<file path="config.mk">
export PLATFORM = sky130hd
export DESIGN_NAME = tsc_top
export DESIGN_NICKNAME = d
export VERILOG_FILES = /design/src/rtl/tsc_delay.v /design/src/rtl/tsc_cmd_queue.v /design/src/rtl/tsc_top.v
export VERILOG_INCLUDE_DIRS = /design/src /design/src/rtl
export SDC_FILE = /design/constraint.sdc
export NUM_CORES = 1
export LEC_CHECK = 0
export CAP_MARGIN = 20
export CORE_AREA = 2 2 197 121
export CTS_CLUSTER_DIAMETER = 80
export DETAILED_ROUTE_END_ITERATION = 8
export DIE_AREA = 0 0 199 123
export DONT_BUFFER_PORTS = 1
export MAX_ROUTING_LAYER = met4
export PLACE_DENSITY = 0.48
export RECOVER_POWER = 50
export SETUP_SLACK_MARGIN = 0.2
export SLEW_MARGIN = 20
export SYNTH_ARGS = -nofsm -noshare
export SYNTH_HDL_FRONTEND = slang
export SYNTH_SLANG_ARGS = --single-unit
</file>
<file path="constraint.sdc">
create_clock -name mclk_i -period 2.58 [get_ports mclk_i]
set_clock_uncertainty 0.05 [all_clocks]
set_input_delay 0.387 -clock mclk_i [delete_from_list [all_inputs] [get_ports mclk_i]]
set_output_delay 0.387 -clock mclk_i [all_outputs]
set_load 0.03 [all_outputs]
</file>
<file path="src/rtl/tsc_map.vh">
/*
  constants of the transceiver state controller: state and command codes,
  register selects and transition timing.
  assumes a 10 MHz system clock; times are whole microseconds.
*/
`ifndef TSC_MAP_VH
`define TSC_MAP_VH

// ----------------------------------------------------------------
// register selects on the register port
// ----------------------------------------------------------------
`define TSC_SEL_STATE 1'h0
`define TSC_SEL_CMD 1'h1
`define TSC_CMD_RESET_VAL 3'h0
`define TSC_CMD_MSB 2
`define TSC_CMD_LSB 0

// ----------------------------------------------------------------
// readable state codes
// ----------------------------------------------------------------
`define TSC_CODE_OFF 3'h2
`define TSC_CODE_PREP 3'h3
`define TSC_CODE_TX 3'h4
`define TSC_CODE_RX 3'h5
`define TSC_CODE_TRANS 3'h6
`define TSC_CODE_RESET 3'h7

// ----------------------------------------------------------------
// command codes
// ----------------------------------------------------------------
`define TSC_CMD_NOP 3'h0
`define TSC_CMD_SLEEP 3'h1
`define TSC_CMD_OFF 3'h2
`define TSC_CMD_PREP 3'h3
`define TSC_CMD_TX 3'h4
`define TSC_CMD_RX 3'h5
`define TSC_CMD_RESET 3'h7

// ----------------------------------------------------------------
// transition times in us and derived cycle counts
// ----------------------------------------------------------------
// all sized to 16 bits so the cycle products fit the timer width
`define TSC_CLK_MHZ 16'h000A
`define TSC_T_OFF_PREP_US 16'h00C8
`define TSC_T_OFF_PREP_CYC (`TSC_T_OFF_PREP_US * `TSC_CLK_MHZ)
`define TSC_T_TXRX_PREP_US 16'h0002
`define TSC_T_TXRX_PREP_CYC (`TSC_T_TXRX_PREP_US * `TSC_CLK_MHZ)
`define TSC_T_PREP_TXRX_US 16'h0004
`define TSC_T_PREP_TXRX_CYC (`TSC_T_PREP_TXRX_US * `TSC_CLK_MHZ)
`define TSC_T_OFF_RX_US 16'h00C8
`define TSC_T_OFF_RX_CYC (`TSC_T_OFF_RX_US * `TSC_CLK_MHZ)
`define TSC_T_TO_OFF_US 16'h0001
`define TSC_T_TO_OFF_CYC (`TSC_T_TO_OFF_US * `TSC_CLK_MHZ)
`define TSC_T_SLEEP_OFF_US 16'h0001
`define TSC_T_SLEEP_OFF_CYC (`TSC_T_SLEEP_OFF_US * `TSC_CLK_MHZ)
`define TSC_T_RESET_US 16'h0001
`define TSC_T_RESET_CYC (`TSC_T_RESET_US * `TSC_CLK_MHZ)
`define TSC_T_WAKE_US 16'h02BC
`define TSC_T_WAKE_CYC (`TSC_T_WAKE_US * `TSC_CLK_MHZ)

`endif

</file>
<file path="src/rtl/tsc_delay.v">
/*
  tsc_delay: loadable down counter that times one state transition.
  assumes load_i is a one-cycle pulse on the system clock.
*/
`timescale 1ns/1ps
module tsc_delay #(
  parameter W = 16
) (
  input wire mclk_i,
  input wire resetn_i,
  input wire load_i,
  input wire [W-1:0] count_i,
  output wire busy_o,
  output reg done_o
);

  reg [W-1:0] cnt; // cycles left

  // ----------------------------------------------------------------
  // counter
  // ----------------------------------------------------------------
  // a zero count still takes one cycle
  always @(posedge mclk_i or negedge resetn_i)
  begin
    if (!resetn_i)
    begin
      cnt <= {W{1'b0}};
      done_o <= 1'b0;
    end
    else
    begin
      done_o <= 1'b0;
      if (load_i)
        cnt <= (count_i == {W{1'b0}}) ? {{(W-1){1'b0}}, 1'b1} : count_i;
      else if (cnt != {W{1'b0}})
      begin
        cnt <= cnt - {{(W-1){1'b0}}, 1'b1};
        if (cnt == {{(W-1){1'b0}}, 1'b1})
          done_o <= 1'b1; // last cycle done
      end
    end
  end

  assign busy_o = (cnt != {W{1'b0}});

endmodule // tsc_delay

</file>
<file path="src/rtl/tsc_cmd_queue.v">
/*
  tsc_cmd_queue: command register of one transceiver with a one-entry
  pending command slot.
  assumes writes and takes are one-cycle pulses on the system clock.
*/
`timescale 1ns/1ps
`include "tsc_map.vh"
module tsc_cmd_queue (
  input wire mclk_i,
  input wire resetn_i,
  input wire wr_i,
  input wire [2:0] cmd_i,
  input wire take_i,
  input wire clr_i,
  output reg valid_o,
  output reg [2:0] cmd_o,
  output reg [2:0] readback_o
);

  // ----------------------------------------------------------------
  // pending slot
  // ----------------------------------------------------------------
  // a write in the take cycle refills the slot, a newer write replaces
  always @(posedge mclk_i or negedge resetn_i)
  begin
    if (!resetn_i)
    begin
      valid_o <= 1'b0;
      cmd_o <= `TSC_CMD_NOP;
      readback_o <= `TSC_CMD_RESET_VAL;
    end
    else if (wr_i)
    begin
      valid_o <= 1'b1; // each write queues a command
      cmd_o <= cmd_i;
      readback_o <= cmd_i;
    end
    else if (clr_i)
    begin
      valid_o <= 1'b0;
      readback_o <= `TSC_CMD_RESET_VAL;
    end
    else if (take_i)
      valid_o <= 1'b0;
  end

endmodule // tsc_cmd_queue

</file>
<file path="src/rtl/tsc_top.v">
/*
  tsc_top: state controller for the two transceivers of a dual-band radio,
  with the shared deep-sleep and wake-up sequencing.
  assumes the register port is driven by an spi slave on the same clock and
  that frame events and mode bits come from logic on the same clock.
  transceiver 0 is the sub-ghz one, transceiver 1 the 2.4 ghz one.
*/
`timescale 1ns/1ps
`include "tsc_map.vh"
module tsc_top #(
  parameter [15:0] WAKE_CYC = `TSC_T_WAKE_CYC,
  parameter [15:0] OFF_PREP_CYC = `TSC_T_OFF_PREP_CYC,
  parameter [15:0] TXRX_PREP_CYC = `TSC_T_TXRX_PREP_CYC,
  parameter [15:0] PREP_TXRX_CYC = `TSC_T_PREP_TXRX_CYC,
  parameter [15:0] OFF_RX_CYC = `TSC_T_OFF_RX_CYC,
  parameter [15:0] TO_OFF_CYC = `TSC_T_TO_OFF_CYC,
  parameter [15:0] SLEEP_OFF_CYC = `TSC_T_SLEEP_OFF_CYC,
  parameter [15:0] RESET_CYC = `TSC_T_RESET_CYC
) (
  input wire mclk_i,
  input wire resetn_i,
  input wire reg_wr_i,
  input wire reg_rd_i,
  input wire reg_trx_i,
  input wire reg_sel_i,
  input wire [7:0] reg_wdata_i,
  output reg [7:0] reg_rdata_o,
  input wire [1:0] iq_mode_i,
  input wire [1:0] tx_frame_done_i,
  input wire [1:0] receive_frame_end_flag_i,
  input wire clock_output_cfg_en_i,
  output wire [1:0] wake_interrupt_flag_o,
  output wire [1:0] ready_interrupt_flag_o,
  output wire [1:0] analog_reg_en_o,
  output wire [1:0] pll_lock_o,
  output wire [1:0] calib_start_o,
  output wire [1:0] tx_frontend_en_o,
  output wire [1:0] rx_frontend_en_o,
  output wire [1:0] tx_abort_o,
  output wire [1:0] rx_abort_o,
  output wire [1:0] trx_regs_reset_o,
  output wire [1:0] iq_receive_clock_pins_en_o,
  output wire [1:0] iq_transmit_clock_pins_en_o,
  output wire [1:0] iq_transmit_data_pins_en_o,
  output wire subghz_receive_data_pins_en_o,
  output wire band24_receive_data_pins_en_o,
  output reg crystal_oscillator_en_o,
  output reg digital_regulator_en_o,
  output reg clock_output_pin_en_o,
  output reg chip_regs_reset_o
);

  // ----------------------------------------------------------------
  // internal state encoding
  // ----------------------------------------------------------------
  localparam [2:0] S_OFF = 3'h0;
  localparam [2:0] S_PREP = 3'h1;
  localparam [2:0] S_TX = 3'h2;
  localparam [2:0] S_RX = 3'h3;
  localparam [2:0] S_SLEEP = 3'h4;
  localparam [2:0] S_TRANS = 3'h5;
  localparam [2:0] S_RESET = 3'h6;

  reg deep_r; // both transceivers in deep sleep
  reg waking; // wake delay running
  reg wake_load; // start the wake timer
  wire wake_done; // wake delay elapsed
  wire [1:0] is_sleep; // transceiver sits in sleep
  wire [1:0] wake_req; // off command taken in deep sleep
  wire [1:0] iq_rxd_en; // receive data pin enables per transceiver
  wire [2:0] cmd_rb0; // command readback, transceiver 0
  wire [2:0] cmd_rb1; // command readback, transceiver 1
  wire [2:0] code0; // state code, transceiver 0
  wire [2:0] code1; // state code, transceiver 1

  // ----------------------------------------------------------------
  // per transceiver controller
  // ----------------------------------------------------------------
  genvar g;
  generate
    for (g = 0; g < 2; g = g + 1)
    begin : gen_trx
      reg [2:0] st; // current state
      reg [2:0] tgt; // state reached when the timer ends
      reg by_cmd; // transition was commanded
      reg wake_end; // flag wake at the end
      reg tmr_load; // timer start pulse
      reg [15:0] tmr_cnt; // timer length
      reg [2:0] code; // readable state code
      reg wake_fl, rdy_fl, calib, abort_tx, abort_rx, clr;
      reg avreg, pll, txfe, rxfe, iq_rxclk, iq_txclk, iq_txd, iq_rxd;
      wire q_valid; // command pending
      wire [2:0] q_cmd; // pending command
      wire [2:0] q_rb; // command register readback
      wire tmr_busy; // transition timer running
      wire tmr_done; // transition timer elapsed
      wire idle; // ready to fetch a command
      wire take; // pending command consumed
      wire wr; // write to this command register
      wire go_pwr; // heading for a powered state

      assign wr = reg_wr_i & (reg_sel_i == `TSC_SEL_CMD) & (reg_trx_i == g);
      assign idle = (st != S_TRANS) & (st != S_RESET) & ~tmr_busy & ~tmr_load & ~waking;
      // in deep sleep every command is drained; only off has an effect
      assign take = q_valid & (deep_r | idle);
      assign wake_req[g] = take & deep_r & (q_cmd == `TSC_CMD_OFF);
      assign is_sleep[g] = (st == S_SLEEP);
      assign go_pwr = (tgt == S_PREP) | (tgt == S_TX) | (tgt == S_RX);

      tsc_cmd_queue u_queue (
        .mclk_i(mclk_i),
        .resetn_i(resetn_i),
        .wr_i(wr),
        .cmd_i(reg_wdata_i[`TSC_CMD_MSB:`TSC_CMD_LSB]),
        .take_i(take),
        .clr_i(clr | chip_regs_reset_o),
        .valid_o(q_valid),
        .cmd_o(q_cmd),
        .readback_o(q_rb)
      );

      tsc_delay #(
        .W(16)
      ) u_delay (
        .mclk_i(mclk_i),
        .resetn_i(resetn_i),
        .load_i(tmr_load),
        .count_i(tmr_cnt),
        .busy_o(tmr_busy),
        .done_o(tmr_done)
      );

      // state machine: wake, timer end, command, frame end
      always @(posedge mclk_i or negedge resetn_i)
      begin
        if (!resetn_i)
        begin
          st <= S_OFF;
          tgt <= S_OFF;
          by_cmd <= 1'b0;
          wake_end <= 1'b0;
          tmr_load <= 1'b0;
          tmr_cnt <= 16'h0000;
          wake_fl <= 1'b0;
          rdy_fl <= 1'b0;
          calib <= 1'b0;
          abort_tx <= 1'b0;
          abort_rx <= 1'b0;
          clr <= 1'b0;
        end
        else
        begin
          tmr_load <= 1'b0;
          wake_fl <= 1'b0;
          rdy_fl <= 1'b0;
          calib <= 1'b0;
          abort_tx <= 1'b0;
          abort_rx <= 1'b0;
          clr <= 1'b0;
          if (wake_done)
          begin
            st <= S_OFF;
            wake_fl <= 1'b1;
          end
          else if (tmr_done)
          begin
            st <= tgt;
            if ((tgt == S_PREP) & by_cmd)
              rdy_fl <= 1'b1;
            if (tgt == S_PREP)
              calib <= 1'b1;
            if (wake_end)
              wake_fl <= 1'b1;
          end
          else if (take & ~deep_r)
          begin
            by_cmd <= 1'b1;
            wake_end <= 1'b0;
            case (q_cmd)
              `TSC_CMD_SLEEP:
              begin
                if (st == S_OFF)
                begin
                  st <= S_SLEEP;
                  clr <= 1'b1;
                end
              end
              `TSC_CMD_OFF:
              begin
                if (st != S_OFF)
                begin
                  st <= S_TRANS;
                  tgt <= S_OFF;
                  tmr_load <= 1'b1;
                  tmr_cnt <= (st == S_SLEEP) ? SLEEP_OFF_CYC : TO_OFF_CYC;
                  wake_end <= (st == S_SLEEP);
                  abort_tx <= (st == S_TX);
                  abort_rx <= (st == S_RX);
                end
              end
              `TSC_CMD_PREP:
              begin
                if ((st == S_OFF) | (st == S_TX) | (st == S_RX))
                begin
                  st <= S_TRANS;
                  tgt <= S_PREP;
                  tmr_load <= 1'b1;
                  tmr_cnt <= (st == S_OFF) ? OFF_PREP_CYC : TXRX_PREP_CYC;
                  abort_tx <= (st == S_TX);
                  abort_rx <= (st == S_RX);
                end
              end
              `TSC_CMD_TX:
              begin
                if (st == S_PREP)
                begin
                  st <= S_TRANS;
                  tgt <= S_TX;
                  tmr_load <= 1'b1;
                  tmr_cnt <= PREP_TXRX_CYC;
                end
              end
              `TSC_CMD_RX:
              begin
                if ((st == S_PREP) | (st == S_OFF))
                begin
                  st <= S_TRANS;
                  tgt <= S_RX;
                  tmr_load <= 1'b1;
                  tmr_cnt <= (st == S_OFF) ? OFF_RX_CYC : PREP_TXRX_CYC;
                end
              end
              `TSC_CMD_RESET:
              begin
                st <= S_RESET;
                tgt <= S_OFF;
                tmr_load <= 1'b1;
                tmr_cnt <= RESET_CYC;
                wake_end <= 1'b1;
                clr <= 1'b1;
                abort_tx <= (st == S_TX);
                abort_rx <= (st == S_RX);
              end
              default:
              begin
                st <= st;
              end
            endcase
          end
          else if (idle & ~iq_mode_i[g] & (st == S_TX) & tx_frame_done_i[g])
          begin
            st <= S_TRANS;
            tgt <= S_PREP;
            by_cmd <= 1'b0;
            wake_end <= 1'b0;
            tmr_load <= 1'b1;
            tmr_cnt <= TXRX_PREP_CYC;
          end
          else if (idle & ~iq_mode_i[g] & (st == S_RX) & receive_frame_end_flag_i[g])
          begin
            st <= S_TRANS;
            tgt <= S_PREP;
            by_cmd <= 1'b0;
            wake_end <= 1'b0;
            tmr_load <= 1'b1;
            tmr_cnt <= TXRX_PREP_CYC;
          end
        end
      end

      // registered state code and analog/pin enables
      always @(posedge mclk_i or negedge resetn_i)
      begin
        if (!resetn_i)
        begin
          code <= `TSC_CODE_OFF;
          avreg <= 1'b0;
          pll <= 1'b0;
          txfe <= 1'b0;
          rxfe <= 1'b0;
          iq_rxclk <= 1'b0;
          iq_txclk <= 1'b0;
          iq_txd <= 1'b0;
          iq_rxd <= 1'b0;
        end
        else
        begin
          case (st)
            S_OFF: code <= `TSC_CODE_OFF;
            S_PREP: code <= `TSC_CODE_PREP;
            S_TX: code <= `TSC_CODE_TX;
            S_RX: code <= `TSC_CODE_RX;
            S_TRANS: code <= `TSC_CODE_TRANS;
            default: code <= `TSC_CODE_RESET;
          endcase
          avreg <= (st == S_PREP) | (st == S_TX) | (st == S_RX) | ((st == S_TRANS) & go_pwr);
          pll <= (st == S_PREP) | (st == S_TX) | (st == S_RX);
          txfe <= (st == S_TX);
          rxfe <= (st == S_RX);
          iq_rxclk <= iq_mode_i[g] & ((st == S_PREP) | (st == S_TX) | (st == S_RX));
          iq_txclk <= iq_mode_i[g] & ((st == S_PREP) | (st == S_TX));
          iq_txd <= iq_mode_i[g] & ((st == S_PREP) | (st == S_TX));
          iq_rxd <= iq_mode_i[g] & (st == S_RX);
        end
      end

      assign wake_interrupt_flag_o[g] = wake_fl;
      assign ready_interrupt_flag_o[g] = rdy_fl;
      assign analog_reg_en_o[g] = avreg;
      assign pll_lock_o[g] = pll;
      assign calib_start_o[g] = calib;
      assign tx_frontend_en_o[g] = txfe;
      assign rx_frontend_en_o[g] = rxfe;
      assign tx_abort_o[g] = abort_tx;
      assign rx_abort_o[g] = abort_rx;
      assign trx_regs_reset_o[g] = clr;
      assign iq_receive_clock_pins_en_o[g] = iq_rxclk;
      assign iq_transmit_clock_pins_en_o[g] = iq_txclk;
      assign iq_transmit_data_pins_en_o[g] = iq_txd;
      assign iq_rxd_en[g] = iq_rxd;
    end
  endgenerate

  assign subghz_receive_data_pins_en_o = iq_rxd_en[0];
  assign band24_receive_data_pins_en_o = iq_rxd_en[1];
  assign cmd_rb0 = gen_trx[0].q_rb;
  assign cmd_rb1 = gen_trx[1].q_rb;
  assign code0 = gen_trx[0].code;
  assign code1 = gen_trx[1].code;

  // ----------------------------------------------------------------
  // deep sleep and wake-up sequencing
  // ----------------------------------------------------------------
  tsc_delay #(
    .W(16)
  ) u_wake_delay (
    .mclk_i(mclk_i),
    .resetn_i(resetn_i),
    .load_i(wake_load),
    .count_i(WAKE_CYC),
    .busy_o(),
    .done_o(wake_done)
  );

  // enter deep sleep, wake on off command, restore clock output
  always @(posedge mclk_i or negedge resetn_i)
  begin
    if (!resetn_i)
    begin
      deep_r <= 1'b0;
      waking <= 1'b0;
      wake_load <= 1'b0;
      crystal_oscillator_en_o <= 1'b1;
      digital_regulator_en_o <= 1'b1;
      clock_output_pin_en_o <= 1'b0;
      chip_regs_reset_o <= 1'b0;
    end
    else
    begin
      wake_load <= 1'b0;
      chip_regs_reset_o <= 1'b0;
      if (~deep_r & ~waking & (&is_sleep))
      begin
        deep_r <= 1'b1;
        crystal_oscillator_en_o <= 1'b0;
        digital_regulator_en_o <= 1'b0;
        clock_output_pin_en_o <= 1'b0;
      end
      else if (deep_r & (|wake_req))
      begin
        deep_r <= 1'b0;
        waking <= 1'b1;
        wake_load <= 1'b1;
        crystal_oscillator_en_o <= 1'b1;
        digital_regulator_en_o <= 1'b1;
      end
      else if (wake_done)
      begin
        waking <= 1'b0;
        chip_regs_reset_o <= 1'b1;
        clock_output_pin_en_o <= clock_output_cfg_en_i;
      end
      else if (~deep_r & ~waking)
        clock_output_pin_en_o <= clock_output_cfg_en_i;
    end
  end

  // ----------------------------------------------------------------
  // register read port
  // ----------------------------------------------------------------
  // upper five bits of both registers read as zero
  always @(posedge mclk_i or negedge resetn_i)
  begin
    if (!resetn_i)
      reg_rdata_o <= 8'h00;
    else if (reg_rd_i)
    begin
      if (reg_sel_i == `TSC_SEL_CMD)
        reg_rdata_o <= {5'h00, reg_trx_i ? cmd_rb1 : cmd_rb0};
      else
        reg_rdata_o <= {5'h00, reg_trx_i ? code1 : code0};
    end
  end

endmodule // tsc_top

</file>
==> flow_metrics.env, run 1 <==
export IMPL_grt_pass1_wl_mm=25.51
export IMPL_synth_area_top_cells="dfrtp_1 (49%), nand2_1 (4.4%), nor2_1 (4.1%)"
export IMPL_rsz0062_at_grt="yes"
export IMPL_p_leak_nw=3.314
export IMPL_reg2reg_from="gen_trx[0].u_delay.cnt[5]"
export IMPL_r2r_setup_slack_ns=0.18
export IMPL_rows=43
export IMPL_start_util_pct=29.54
export IMPL_endpoint="gen_trx[0].u_delay.cnt[13]"
export IMPL_gr_total_overflow=0
export IMPL_outcome="finished with violations"
export IMPL_slew_limit_headroom_pct=45.77
export IMPL_violations="negative hold slack"
export IMPL_clock_fmax_mhz=416.6
export IMPL_hold_viol=134
export IMPL_core_sq_um=22760
export IMPL_p_per_area_nw_per_um2=1082
export IMPL_netlist_area_sq_um=6723
export IMPL_ys_flop_type="dfrtp_1"
export IMPL_cts_sinks=134
export IMPL_critPathKind="register to register"
export IMPL_setup_ws_ns=0.1795
export IMPL_reg2reg_depth=6
export IMPL_p_sw_mw=3.095
export IMPL_clock_path_buffers=2
export IMPL_ys_types=68
export IMPL_synth_edf_count=0
export IMPL_cts_tree="built"
export IMPL_hpwlAfterDp_mm=11.13
export IMPL_wl_per_cell_um=15.55
export IMPL_cp_end_kind="register"
export IMPL_start_kind="register"
export IMPL_die_h_um=123
export IMPL_setup_viol=0
export IMPL_worstHoldPathType="primary input to asynchronous set/reset pin"
export IMPL_power_mw=8.305
export IMPL_ioPinCount=61
export IMPL_postSynth_asyncResetShare_pct=100.0
export IMPL_synth_top_area_cell="dfrtp_1"
export IMPL_vias=4940
export IMPL_ir_drop_mv=0.4672
export IMPL_synth_commonest_cells="dfrtp_1 (131), nand2_1 (78), nor2_1 (74), o21ai_0 (39), buf_4 (32)"
export IMPL_final_layout_size_suffix_gt1_share_pct=15.04
export IMPL_crit_arrival_ns=2.66
export IMPL_dr_pass1_iters=5
export IMPL_drtIter0Drc=354
export IMPL_synth_most_common_cell="dfrtp_1"
export IMPL_yosys_area_top_type_share_pct=48.76
export IMPL_antenna_diode_count=0
export IMPL_setup_tns_final_ns=0
export IMPL_path_clk_slew_ns=0.06
export IMPL_clk_insertion_delay_late_ns=0.42
export IMPL_numCtsBuffers=17
export IMPL_p_seq_share_pct=44.4
export IMPL_io_buffers=0
export IMPL_gp_congestion=0.8620
export IMPL_grt_max_degree=135
export IMPL_nFillCells=2322
export IMPL_hold_slack_ns=-0.3911
export IMPL_syn_inst=693
export IMPL_dieWidth_um=199
export IMPL_utilization_pct=33.73
export IMPL_slew_violations=0
export IMPL_worst_pin_slew_ns=0.8134
export IMPL_track_usage_pct=13.94
export IMPL_worstPathRequired_ns=2.83
export IMPL_ant_nets=0
export IMPL_post_place_ws_ns=0.1104
export IMPL_antenna_found_initial=0
export IMPL_drc=0
export IMPL_combPwrFrac_pct=27.7
export IMPL_cp_startpoint="gen_trx[0].u_delay.cnt[5]"
export IMPL_dieArea_sq_um=24480
export IMPL_worst_path_max_fanout=3
export IMPL_internal_power_mw=5.210
export IMPL_place_area_sq_um=6954
export IMPL_clockRootBuffer="clkbuf_16"
export IMPL_yosysWarnings=0
export IMPL_final_area_sq_um=7677
export IMPL_yosys_register_bits=134
export IMPL_syn_area_per_cell_sq_um=9.701
export IMPL_final_cells=1020
export IMPL_sw_frac_of_total_pct=37.27
export IMPL_viasPerCell=4.843
export IMPL_grt_pass1_vias=4761
export IMPL_drt_wl_total_mm=15.86
export IMPL_p_clk_share_pct=27.8
export IMPL_nNetsFinal=722
export IMPL_period_share_pct=93.04
export IMPL_period_needed_ns=2.400
export IMPL_syn_to_final_growth_pct=14.20
export IMPL_worst_r2r_endpoint="gen_trx[0].u_delay.cnt[13]"
export IMPL_maxCapViolations=0
export IMPL_htreeDepth=4
export IMPL_synth_seq_area_share_pct=49.93
export IMPL_dp_cells=978
-- metal layers --
layer	global-route usage (%)	vias to the layer above	wire length [um]	part of all wire (%)
met5	-	-	0	0
met4	4.291	0	199	1.3
met3	3.928	17	974	6.1
met2	18.92	147	6636	42
met1	19.90	2421	8048	51
li1	-	2355	-	-
-- worst max-delay path, stage by stage (launching register included) --
cell	delay [ns]
dfrtp_1	0.38
or4_4	0.54
or4_4	0.44
or4b_4	0.54
nor3_4	0.15
xnor2_1	0.13
nor2_1	0.06
-- power by group through the flow --
| stage | Clock (mW) | Sequential (mW) | Combinational (mW) |
|---|---|---|---|
| 2_1_floorplan | 0 | 3.28 | 1.96 |
| 3_3_place_gp | 0 | 3.68 | 2.06 |
| 3_5_place_dp | 0 | 3.71 | 2.13 |
| 4_1_cts | 2.38 | 3.68 | 2.26 |
| 5_1_grt | 2.48 | 3.80 | 2.59 |
| 6_report | 2.31 | 3.69 | 2.30 |
-- layout by cell type, fill, tap and decap left out, types with 12 or more instances in the layout --
master,Yosys,final
xor2_1,27,27
nand2b_1,18,17
o21ai_0,39,39
xnor2_1,18,18
nor4_1,15,12
nand2_1,78,77
clkbuf_16,0,17
nor3_1,19,19
buf_4,32,32
nand3_1,14,14
nor2_1,74,72
dfrtp_1,131,130
inv_1,28,28
a21oi_1,17,17
-- cells by family after synthesis --
kind of cell,synth area share [%]
flops,49.93
simple gates,22.45
buf+inv,6.775
other cells,0.05578
compound gates,10.33
mux,3.108
xor+xnor,5.863
fa+ha+maj,1.489
-- worst min-delay path by stage --
| stage | slack (ns) | to | start |
|---|---|---|---|
| 6_report | -0.39 | gen_trx[0].pll | resetn_i |
| 5_1_grt | -0.42 | gen_trx[0].iq_rxclk | resetn_i |
| 4_1_cts | -0.41 | gen_trx[0].pll | resetn_i |
| 3_5_place_dp | 0.05 | gen_trx[0].pll | resetn_i |
| 3_3_place_gp | 0.05 | gen_trx[0].iq_rxclk | resetn_i |
| 2_1_floorplan | 0.04 | band24_receive_data_pins_en_o | resetn_i |
-- timing repair --
| action | 4_1_cts | 5_1_grt |
|---|---|---|
| buffers inserted | 7 | 4 |
| pin swaps | 2 | 5 |
| hold endpoints to repair | 134 | 134 |
| resized for setup | 7 | 12 |
| setup endpoints to repair | 9 | 31 |
-- cell type report --
cell class / instances / area (sq um) / area share, %
flip-flops and latches: 134 / 3358 / 43.74
multi-input cells: 478 / 3010 / 39.21
clock buffers: 18 / 439.2 / 5.720
well taps: 315 / 394.1 / 5.134
repair buffers: 34 / 247.7 / 3.227
clock inverters: 13 / 122.6 / 1.597
inverters: 28 / 105.1 / 1.369
-- registers in the layout, indices dropped and copies added, names as in the netlist, 4 cells and up --
name,flops
gen_trx.st,6
gen_trx.u_queue.cmd_o,6
gen_trx.u_delay.cnt,32
u_wake_delay.cnt,16
gen_trx.u_queue.readback_o,6
gen_trx.tgt,4
gen_trx.tmr_cnt,12
Power figures use the tool's default switching activity.
==> run 2: changes to the inputs <==
Settings changed: BUFFER_PORTS_ARGS from default to -buffer_cell sky130_fd_sc_hd__buf_2, DONT_BUFFER_PORTS 1 to default, PLACE_DENSITY 0.48 to 0.51.
==> run 2 against run 1 <==
Net effect:
- the run ends with max-capacitance violations, max-slew violations left
- count of clock-buffer cells in the layout unchanged
- routed wire length down 0.67%
- flip-flop and latch count unchanged
- worst hold slack better by 0.59 ns
- sequential share of layout area down 1.4 points
- combinational power up 15%
- non-clock buffer count up 49
- critical path depth unchanged
- final area up 3.2%
- die area unchanged
==> flow_metrics.env, run 2 (synthesized netlist as in run 1, its figures left out) <==
export IMPL_wl_per_cell_um=14.72
export IMPL_vias=4981
export IMPL_rows=43
export IMPL_outcome="finished with violations"
export IMPL_start_util_pct=29.54
export IMPL_post_place_ws_ns=0.1398
export IMPL_grt_pass1_vias=4543
export IMPL_slowest_stage="or4b_4"
export IMPL_final_area_sq_um=7921
export IMPL_clock_fmax_mhz=419.7
export IMPL_hold_slack_ns=0.1942
export IMPL_final_cell_mix="dfrtp_1 (131), nand2_1 (78), nor2_1 (73)"
export IMPL_r2r_setup_slack_ns=0.20
export IMPL_use_met3_pct=4.283
export IMPL_worstHoldPathType="primary input to register"
export IMPL_rsz0062_at_grt="yes"
export IMPL_met1_usage_pct=21.57
export IMPL_period_needed_ns=2.383
export IMPL_reg_top3="gen_trx.u_delay.cnt (32), u_wake_delay.cnt (16), gen_trx.tmr_cnt (12)"
export IMPL_violations="max-capacitance violations, max-slew violations"
export IMPL_io_buffers=50
export IMPL_p_seq_share_pct=40.3
export IMPL_maxCapViolations=1
export IMPL_ioPinCount=61
export IMPL_viasPerCell=4.655
export IMPL_sw_frac_of_total_pct=36.92
export IMPL_clk_insertion_delay_late_ns=0.42
export IMPL_combPwrFrac_pct=31.2
export IMPL_ant_nets=0
export IMPL_hpwlAfterDp_mm=11.13
export IMPL_drt_wl_total_mm=15.75
export IMPL_worst_path_max_fanout=3
export IMPL_die_h_um=123
export IMPL_clockRootBuffer="clkbuf_16"
export IMPL_clock_path_buffers=2
export IMPL_grt_pass1_wl_mm=25.25
export IMPL_largest_reg_flops=32
export IMPL_drtIter0Drc=446
export IMPL_track_usage_pct=13.83
export IMPL_gr_total_overflow=0
export IMPL_dieWidth_um=199
export IMPL_cts_sinks=134
export IMPL_grt_max_degree=135
export IMPL_period_share_pct=92.35
export IMPL_antenna_diode_count=0
export IMPL_internal_power_mw=5.362
export IMPL_setup_ws_ns=0.1974
export IMPL_setup_viol=0
export IMPL_place_area_sq_um=7261
export IMPL_path_clk_slew_ns=0.07
export IMPL_start_kind="register"
export IMPL_drc=0
export IMPL_p_leak_nw=3.545
export IMPL_utilization_pct=34.81
export IMPL_dieArea_sq_um=24480
export IMPL_cp_num_buf_inv=0
export IMPL_crit_arrival_ns=2.64
export IMPL_critical_path_top_delay_family="simple AND/OR/NAND/NOR gates"
export IMPL_gp_congestion=0.8683
export IMPL_p_per_area_nw_per_um2=1073
export IMPL_worst_pin_slew_ns=1.821
export IMPL_antenna_found_initial=0
export IMPL_cts_tree="built"
export IMPL_hold_viol=0
export IMPL_dr_pass1_iters=5
export IMPL_setup_tns_final_ns=0
export IMPL_critPathKind="register to register"
export IMPL_core_sq_um=22760
export IMPL_gr_max_usage_layer="met1"
export IMPL_p_clk_share_pct=28.5
export IMPL_slew_violations=135
export IMPL_p_sw_mw=3.139
export IMPL_crit_chain="or4_4, or4_4, or4b_4, nor3_4, xnor2_1, nor2_1"
export IMPL_worstPathRequired_ns=2.84
export IMPL_mostFrequentLayoutCell="dfrtp_1"
export IMPL_regMostFlops="gen_trx.u_delay.cnt"
export IMPL_cp_end_kind="register"
export IMPL_slew_limit_headroom_pct=-21.43
export IMPL_numCtsBuffers=17
export IMPL_final_layout_size_suffix_gt1_share_pct=19.60
export IMPL_syn_to_final_growth_pct=17.83
export IMPL_slowest_delay_ns=0.55
export IMPL_htreeDepth=4
export IMPL_nNetsFinal=771
export IMPL_cp_common_cell="or4_4"
export IMPL_ir_drop_mv=0.4831
export IMPL_use_met2_pct=16.41
==> run 2: cell types whose count changed in the layout (fill, tap and decap cells not counted), sizes merged <==
cell | previous run | this run
buf | 32 | 79
inv | 32 | 35
clkinvlp | 4 | 2
bufinv | 1 | 2
clkbuf | 20 | 21
clkdlybuf4s25 | 0 | 1
clkinv | 4 | 3
==> run 2: final cells by class <==
type	count	area, sq um
flip-flops and latches	134	3357
multi-input cells	478	2975
repair buffers	83	498.0
clock inverters	14	162.7
well taps	315	394.1
inverters	28	105.1
fillers	2319	14840
clock buffers	18	429.2
==> run 2: power groups by stage <==
stage,registers [mW],clock network [mW],logic [mW]
floorplan,3.28,0,1.96
global placement,3.44,0,2.54
detailed placement,3.45,0,2.54
CTS,3.41,2.50,2.63
global route,3.53,2.58,2.95
finish,3.43,2.42,2.65
==> run 2: timing repair <==
action / CTS / global route
hold buffers: 0 / 0
setup buffers: 4 / 1
pin swaps: 1 / 2
setup endpoints to repair: 3 / 21
gates resized for setup: 4 / 7
==> run 2: path summary, 6_finish.rpt <==
check	cells after the start	startpoint	endpoint
max	6	gen_trx[0].u_delay.cnt[5]	gen_trx[0].u_delay.cnt[13]
min	3	clock_output_cfg_en_i	clock_output_pin_en_o
max reg2reg	6	gen_trx[0].u_delay.cnt[5]	gen_trx[0].u_delay.cnt[13]
min reg2reg	1	gen_trx[0].by_cmd	gen_trx[0].rdy_fl
max in group asynchronous	2	resetn_i	gen_trx[1].u_delay.cnt[4]
min in group asynchronous	2	resetn_i	gen_trx[0].iq_txd
==> run 2: metal layers <==
layer,share of wire (%),wire (um)
met4,0.95,150
met1,56,8813
met2,36,5705
met5,0,0
met3,6.9,1082
==> run 2: tightest hold or removal path: stages <==
cell and delay (ns):
buf_2 0.11, nand2_1 0.05, mux2i_1 0.06
==> run 2: stage by stage <==
stage	std cells	total power [mW]
2_1_floorplan	697	5.238
3_3_place_gp	1033	5.982
3_5_place_dp	1033	5.991
4_1_cts	1069	8.534
5_1_grt	1070	9.058
6_report	1070	8.501
